`src/design/bli_defines.svh`:
```
// Constants for the bit and logic instruction execution block.
// Assumes a 12-bit instruction word and a 32-entry file register space.
//
// Contract
// - Any program counter write except the unconditional branch forces counter bit 8 low.
// - Read-modify-write of the I/O port takes its source value from the pins.
// - Direction load with operand 6 copies W to second port direction latches.
// - Timer count register targeted with d=1 clears prescaler when assigned to timer.
// - Add sums W and file register, updating carry, digit carry and zero.
// - Destination bit 0 writes W, 1 writes the addressed file register.
// - Bit clear clears the selected bit, flags untouched.
// - Bit set sets the selected bit, flags untouched.
// - AND literal ANDs W with eight-bit literal into W, zero flag only.
// - AND register ANDs W with file register, routed by d, zero flag only.
// - Skip-if-clear skips the next instruction when the bit reads zero.
// - Skip-if-set skips the next instruction when the bit reads one.
// - A taken skip replaces the prefetched instruction with a no-operation.
// - One instruction cycle lasts four clocks; instructions that neither skip nor write the program counter take one.
// - Opcodes 0100/0101/0110/0111 are clear/set/skip-clear/skip-set; then bit, register.
`ifndef BLI_DEFINES_SVH
`define BLI_DEFINES_SVH

`define BLI_CLK_PER_CYC 3'h4
`define BLI_OP_BCLR 4'h4
`define BLI_OP_BSET 4'h5
`define BLI_OP_SKPC 4'h6
`define BLI_OP_SKPS 4'h7
`define BLI_OP_REG 4'h1
`define BLI_OP_ANDL 4'hE
`define BLI_SUB_ADD 2'h3
`define BLI_SUB_AND 2'h1
`define BLI_NOP 12'h000
`define BLI_DIR_LOAD 12'h006
`define BLI_F_TMR 5'h01
`define BLI_F_PCL 5'h02
`define BLI_F_STAT 5'h03
`define BLI_F_PORT 5'h06
`define BLI_APB_CTRL 8'h00
`define BLI_APB_STATE 8'h04
`define BLI_APB_PC 8'h08
`define BLI_CTRL_RST 2'h0
`define BLI_PC_RST 11'h000
`define BLI_W_RST 8'h00
`define BLI_DIRECTION_LOAD_INSTR_RST 8'hFF

`endif

```
`src/design/bli_pkg.sv`:
```
// Types for the bit and logic instruction execution block.
// Assumes bli_defines.svh for all numeric constants.
package bli_pkg;
    typedef struct packed {
        logic [3:0] op;
        logic [1:0] sub;
        logic d;
        logic [4:0] f;
    } bli_instr_t;

    typedef struct packed {
        logic z;
        logic dc;
        logic c;
    } bli_flags_t;

    typedef enum logic [1:0] {
        BLI_Q1,
        BLI_Q2,
        BLI_Q3,
        BLI_Q4
    } bli_phase_t;
endpackage

```
`src/design/bli_exec.sv`:
```
// Execution core for add, AND, bit clear/set and bit test-skip instructions.
// Assumes program memory answers pc_o combinationally on instr_i within a cycle.
`timescale 1ns/1ps
`include "bli_defines.svh"

module bli_exec
    import bli_pkg::*;
(
    input wire logic clk_i, // 200 MHz clock
    input wire logic nrst_i, // Synchronous reset, active low
    input wire logic psel, // APB select
    input wire logic penable, // APB enable
    input wire logic pwrite, // APB direction
    input wire logic [7:0] paddr, // APB byte address
    input wire logic [31:0] pwdata, // APB write data
    output logic [31:0] prdata, // APB read data
    output logic pready, // APB ready
    output logic pslverr, // APB error
    output logic [10:0] pc_o, // Program memory address
    input wire logic [11:0] instr_i, // Program memory word
    input wire logic [7:0] port_pin_i, // Second port pin levels
    output logic [7:0] port_out_o, // Second port output latch
    output logic [7:0] port_oe_n_o, // Second port enable, low drives
    output logic prescaler_clr_o // Prescaler clear pulse
);
    bli_phase_t phase_q;
    bli_instr_t ir_q;
    bli_flags_t flags_q;
    bli_flags_t flags_d;
    logic [10:0] pc_q;
    logic [7:0] w_q;
    logic [7:0] direction_load_instr_q;
    logic [7:0] file_q [32];
    logic [1:0] ctrl_q;
    logic [7:0] pin_s1_q;
    logic [7:0] pin_s2_q;
    logic [7:0] pin_s3_q;
    logic [7:0] pin_q;
    logic presc_q;
    logic run;
    logic exec;
    logic [7:0] fval;
    logic [8:0] sum9;
    logic [4:0] half5;
    logic [7:0] res_d;
    logic wr_w;
    logic wr_f;
    logic upd_z;
    logic upd_cdc;
    logic skip_d;
    logic direction_load_instr_ld;
    logic presc_hit;
    logic apb_wr;
    logic apb_rd;

    assign run = ctrl_q[0];
    assign exec = run && (phase_q == BLI_Q4);
    assign pc_o = pc_q;
    assign port_out_o = file_q[`BLI_F_PORT];
    assign port_oe_n_o = direction_load_instr_q;
    assign prescaler_clr_o = presc_q;
    assign pready = 1'b1;
    assign apb_wr = psel && penable && pwrite;
    assign apb_rd = psel && penable && !pwrite;

    // Three-stage pin synchroniser, accepted once stages two and three agree
    always_ff @(posedge clk_i) begin
        if (!nrst_i) begin
            pin_s1_q <= 8'h00;
            pin_s2_q <= 8'h00;
            pin_s3_q <= 8'h00;
            pin_q <= 8'h00;
        end else begin
            pin_s1_q <= port_pin_i;
            pin_s2_q <= pin_s1_q;
            pin_s3_q <= pin_s2_q;
            if (pin_s2_q == pin_s3_q) begin
                pin_q <= pin_s3_q;
            end
        end
    end

    // Source operand fetch
    always_comb begin
        case (ir_q.f)
            `BLI_F_PCL: fval = pc_q[7:0];
            `BLI_F_STAT: fval = {5'h00, flags_q};
            `BLI_F_PORT: fval = pin_q;
            default: fval = file_q[ir_q.f];
        endcase
    end

    // Decode and execute
    always_comb begin
        logic [2:0] bsel;
        bsel = {ir_q.sub, ir_q.d};
        sum9 = {1'b0, w_q} + {1'b0, fval};
        half5 = {1'b0, w_q[3:0]} + {1'b0, fval[3:0]};
        res_d = 8'h00;
        wr_w = 1'b0;
        wr_f = 1'b0;
        upd_z = 1'b0;
        upd_cdc = 1'b0;
        skip_d = 1'b0;
        direction_load_instr_ld = 1'b0;
        case (ir_q.op)
            `BLI_OP_REG: begin
                if (ir_q.sub == `BLI_SUB_ADD) begin
                    res_d = sum9[7:0];
                    upd_z = 1'b1;
                    upd_cdc = 1'b1;
                    wr_w = !ir_q.d;
                    wr_f = ir_q.d;
                end else if (ir_q.sub == `BLI_SUB_AND) begin
                    res_d = w_q & fval;
                    upd_z = 1'b1;
                    wr_w = !ir_q.d;
                    wr_f = ir_q.d;
                end
            end
            `BLI_OP_BCLR: begin
                res_d = fval & ~(8'h01 << bsel);
                wr_f = 1'b1;
            end
            `BLI_OP_BSET: begin
                res_d = fval | (8'h01 << bsel);
                wr_f = 1'b1;
            end
            `BLI_OP_SKPC: skip_d = !fval[bsel];
            `BLI_OP_SKPS: skip_d = fval[bsel];
            `BLI_OP_ANDL: begin
                res_d = w_q & {ir_q.sub, ir_q.d, ir_q.f};
                upd_z = 1'b1;
                wr_w = 1'b1;
            end
            default: direction_load_instr_ld = (ir_q == `BLI_DIR_LOAD);
        endcase
    end

    assign presc_hit = ctrl_q[1] && wr_f && (ir_q.f == `BLI_F_TMR);

    // Flag register write first, the instruction's own flag update wins
    always_comb begin
        flags_d = flags_q;
        if (wr_f && ir_q.f == `BLI_F_STAT) begin
            flags_d = res_d[2:0];
        end
        if (upd_z) begin
            flags_d.z = (res_d == 8'h00);
        end
        if (upd_cdc) begin
            flags_d.c = sum9[8];
            flags_d.dc = half5[4];
        end
    end

    // Instruction cycle of four clocks
    always_ff @(posedge clk_i) begin
        if (!nrst_i) begin
            phase_q <= BLI_Q1;
        end else if (run) begin
            case (phase_q)
                BLI_Q1: phase_q <= BLI_Q2;
                BLI_Q2: phase_q <= BLI_Q3;
                BLI_Q3: phase_q <= BLI_Q4;
                BLI_Q4: phase_q <= BLI_Q1;
                default: phase_q <= BLI_Q1;
            endcase
        end
    end

    // Prefetch and program counter
    always_ff @(posedge clk_i) begin
        if (!nrst_i) begin
            ir_q <= `BLI_NOP;
            pc_q <= `BLI_PC_RST;
        end else if (exec) begin
            if (wr_f && ir_q.f == `BLI_F_PCL) begin
                pc_q <= {pc_q[10:9], 1'b0, res_d};
                ir_q <= `BLI_NOP;
            end else begin
                pc_q <= pc_q + 11'h001;
                ir_q <= skip_d ? `BLI_NOP : instr_i;
            end
        end
    end

    // Working register and flags
    always_ff @(posedge clk_i) begin
        if (!nrst_i) begin
            w_q <= `BLI_W_RST;
            flags_q <= 3'h0;
        end else if (exec) begin
            flags_q <= flags_d;
            if (wr_w) begin
                w_q <= res_d;
            end
        end
    end

    // File registers; entry 6 is the port output latch
    always_ff @(posedge clk_i) begin
        if (!nrst_i) begin
            for (int i = 0; i < 32; i++) begin
                file_q[i] <= 8'h00;
            end
        end else if (exec && wr_f) begin
            file_q[ir_q.f] <= res_d;
        end
    end

    // Direction latches; a one floats the pin
    always_ff @(posedge clk_i) begin
        if (!nrst_i) begin
            direction_load_instr_q <= `BLI_DIRECTION_LOAD_INSTR_RST;
        end else if (exec && direction_load_instr_ld) begin
            direction_load_instr_q <= w_q;
        end
    end

    // One-clock prescaler clear pulse
    always_ff @(posedge clk_i) begin
        if (!nrst_i) begin
            presc_q <= 1'b0;
        end else begin
            presc_q <= exec && presc_hit;
        end
    end

    // APB slave, zero wait states
    always_ff @(posedge clk_i) begin
        if (!nrst_i) begin
            ctrl_q <= `BLI_CTRL_RST;
        end else if (apb_wr && paddr == `BLI_APB_CTRL) begin
            ctrl_q <= pwdata[1:0];
        end
    end

    // Register read mux and error answer
    always_comb begin
        prdata = 32'h0000_0000;
        pslverr = 1'b0;
        if (apb_rd || apb_wr) begin
            case (paddr)
                `BLI_APB_CTRL: prdata = {30'h0000_0000, ctrl_q};
                `BLI_APB_STATE: prdata = {21'h00_0000, flags_q, w_q};
                `BLI_APB_PC: prdata = {21'h00_0000, pc_q};
                default: pslverr = 1'b1;
            endcase
            if (apb_wr) begin
                prdata = 32'h0000_0000;
                pslverr = (paddr != `BLI_APB_CTRL);
            end
        end
    end
endmodule

```
`config.mk`:
```
export PLATFORM = sky130hd
export DESIGN_NAME = bli_exec
export DESIGN_NICKNAME = d
export VERILOG_FILES = /design/src/design/bli_pkg.sv /design/src/design/bli_exec.sv
export VERILOG_INCLUDE_DIRS = /design/src /design/src/design
export SDC_FILE = /design/constraint.sdc
export NUM_CORES = 1
export LEC_CHECK = 0
export ABC_AREA = 0
export BUFFER_PORTS_ARGS = -buffer_cell sky130_fd_sc_hd__clkbuf_2
export CELL_PAD_IN_SITES_DETAIL_PLACEMENT = 1
export CELL_PAD_IN_SITES_GLOBAL_PLACEMENT = 1
export CORE_MARGIN = 2
export CORE_UTILIZATION = 44
export DETAILED_ROUTE_END_ITERATION = 7
export HOLD_SLACK_MARGIN = 0.15
export PLACE_DENSITY_LB_ADDON = 0.1
export SETUP_SLACK_MARGIN = 0.4
export SLEW_MARGIN = 0
export SYNTH_ARGS = -nofsm -noshare
export SYNTH_HDL_FRONTEND = slang
export SYNTH_SLANG_ARGS = --single-unit
```
`constraint.sdc`:
```
create_clock -name clk_i -period 3.85 [get_ports clk_i]
set_input_delay 0.1925 -clock clk_i [delete_from_list [all_inputs] [get_ports clk_i]]
set_output_delay 0.1925 -clock clk_i [all_outputs]
set_load 0.05 [all_outputs]
```
==> flow_summary.yaml <==
critical_path:
  cpMostUsedCell: "buf_12"
  end_kind: "register"
  cpPeakStageDelay_ns: 0.50
  cp_max_fo: 6
  crit_chain: "buf_12 -> mux4_2 -> or3_4 -> o221ai_4 -> a2111oi_4 -> a221o_1 -> ha_4 -> and2_4 -> a311o_1 -> a21oi_2 -> o21bai_1 -> a21oi_1 -> xor2_1 -> o221ai_2 -> a21oi_4 -> buf_12 -> buf_12 -> nor2_1"
  required_ns: 4.12
  critPathArrivalTime_ns: 4.51
  cp-start-kind: "register"
  timing_worst_setup_path_type: "register to register"
  cp_num_buf_inv: 3
  critPathTopFamily: "compound AO/OA/AOI/OAI gates"
  critPathSlowestCell: "mux4_2"
floorplan:
  core-area_mm2: 0.0364
  row_count: 70
  die_area_mm2: 0.0384
  ios: 127
  initial_utilization_pct: 44.5
  die_y_um: 196
  die_w_um: 196
sta:
  tightest_slew_ns: 1.32
  clock.fmax_ghz: 0.236
  hold_violations: 0
  relSlewSlack_pct: 11.7
  finalClockSkew_ns: 0.0321
  worst_slack_ns: -0.385
  slew_violations: 0
  min_period_ns: 4.24
  rsz0062_at_grt: "yes"
  finalSetupViolCount: 138
  layout_worst_path_cycle_share_pct: 110
  fin_tns_setup_ns: -43.07
pwr:
  powerDensity_mw_per_mm2: 398
  leakage_nw: 7.24
  ir_drop_mv: 0.404
placement:
  place.gp.congestion: 0.913
  portBuffers: 74
  dpl.hpwl_um: 38800
  post-place-cells: 1994
grt:
  grt_max_degree: 71
  grt_pass1_wl_um: 82700
  overflow: 0
  antenna_found_initial: 0
  track_usage_pct: 29.2
  grt_pass1_vias: 12700
hold_path:
  hold_class: "input port to register"
routing:
  first_pass_iters: 6
  postRouteAntennaNets: 0
  finalWirelength_um: 57600
  wl_per_cell_um: 27.2
  drtIter0Drc: 1115
  via_per_inst: 5.94
  drc: 0
  vias: 12600
clock_network:
  clk_pin_slew_worst_paths_ns: 0.06
  cts_tree: "yes"
  clk-insertion-delay-late_ns: 0.57
  clk_root_buffer_cell: "clkbuf_16"
  ctsHtreeMaxLevel: 2
  clkSinkCount: 340
  ctsLongestPathBuffers: 3
  cts_inserted_buffers: 37
synth:
  synth_edf_count: 256
  yosys_warnings: 0
  yosys.cell_types.count: 82
  synth-async-reset-ratio_pct: 0
  synth_area_mm2: 0.0162
  synth.avg_cell_area_um2: 11.6
  syn_inst: 1401
  ys_ff_latch: 340
  ys.flop_type: "edfxtp_1"
  ys_seq_area_share_pct: 57.8
cells_and_area:
  post-route-util_pct: 57.1
  final_layout_size_suffix_gt1_share_pct: 29.6
  layout.nets: 1705
  syn_to_final_growth_pct: 28.2
  n_antenna_cell: 0
  stdcell_count: 2121
outcome:
  status: "finished, violations left"
  violations: "setup timing"
run:
  cap_violations: 0
## routing by layer
metal | vias to the layer above | routed length [µm] | track usage [%]
li1 | 5496 | - | -
met1 | 6529 | 24400 | 40.2
met2 | 476 | 27800 | 48.0
met3 | 97 | 3760 | 5.02
met4 | 0 | 1770 | 8.14
met5 | - | 0 | 0
## worst min-delay path, cell delays in order
cell and delay (ns):
clkbuf_2 0.11, inv_1 0.07, buf_4 0.26, nor2_1 0.13
## cell usage after synthesis, drive strengths merged (11+ instances only)
library cell  instances  share of area [%]
clkbuf               62                1.4
edfxtp              256                 47
and2                 33                1.3
nor3                 16               0.52
nor2b                19               0.78
a211oi               12               0.62
dfxtp                84                 10
mux4                 46                6.4
ha                   12               0.93
xor2                 13               0.70
nor2                322                7.5
a22oi                20               0.96
nand3                37                1.1
a32oi                16               0.86
inv                  11               0.25
a21oi                25               0.84
and3                 11               0.42
o21ai                21               0.65
nand2               122                2.9
mux2                 19                1.5
mux2i                59                3.6
buf                  60                2.6
## flip-flops by register name (all words and copies together), names as in the netlist, named ones only
signal and count:
file_q 256, pin_s3_q 8, ctrl_q 2, ir_q 12
prescaler_clr_o 1, pin_q 8, phase_q 2, pc_o 11
w_q 8, pin_s1_q 8, pin_s2_q 8, port_oe_n_o 8
flags_q 3
## timing repair
action / 4_1_cts / 5_1_grt
setup endpoints to repair: 286 / 290
cloned: 4 / 7
pin swaps: 1 / 19
buffers inserted: 12 / 15
hold buffers: 24 / 0
endpoints found under the hold margin: 27 / 0
resized for setup: 38 / 106
## path summary, 6_finish.rpt
check                   start             to  slack [ns]  depth (start not counted)
hold reg to reg   pin_s1_q[1]    pin_s2_q[1]        0.43                          1
setup reg to reg     register  file_q[16][7]       -0.39                         18
hold / removal         nrst_i       pin_q[7]        0.24                          4
setup / recovery     register  file_q[16][7]       -0.39                         18
## placed cells by master (no fill, tap or decap), types with 19 or more instances in the layout
cell type      count
conb_1            22
dlygate4sd3_1     24
nand3_1           37
mux2i_1           57
and2_1            31
clkbuf_16         44
dfxtp_1           81
nor2_4            26
edfxtp_1         256
nor2_1           284
buf_12            33
nand2_1          114
clkbuf_2          74
buf_4            132
mux4_2            46
o21ai_0           19
## kinds of logic after synthesis
logic type / synth area share, %
and+or+nand+nor: 16.8
DFF: 57.8
AOI/OAI and AO/OA: 7.23
buffers and inverters: 4.36
muxes: 11.5
xor gates and xnor gates: 1.13
adders and majority gates: 1.11
other: 0.0463
## cell type report
| type | count | area, µm² |
|---|---|---|
| inverter | 12 | 48.8 |
| multi-input combinational | 947 | 6820 |
| clock buffer | 42 | 945 |
| fill | 3747 | 15600 |
| clock inverter | 23 | 290 |
| tap | 468 | 586 |
| timing repair buffer | 289 | 2730 |
| sequential | 340 | 9380 |
## where the power goes
| group | switching [mW] | internal [mW] |
|---|---|---|
| clock network | 1.52 | 2.23 |
| registers | 0.0611 | 4.08 |
| logic | 0.255 | 0.131 |
## stage by stage
stage	hold WS, ns	area, µm²	total power [mW]	setup WS [ns]
floorplan	0.320	16500	4.43	-0.0191
global placement	0.400	18200	4.55	-0.609
detailed placement	0.403	18200	4.57	-0.621
CTS	0.213	20000	8.29	-0.297
global route	0.253	20800	8.46	-0.502
finish	0.238	20800	8.27	-0.385
Note: power is estimated with default switching activity, not from simulation.
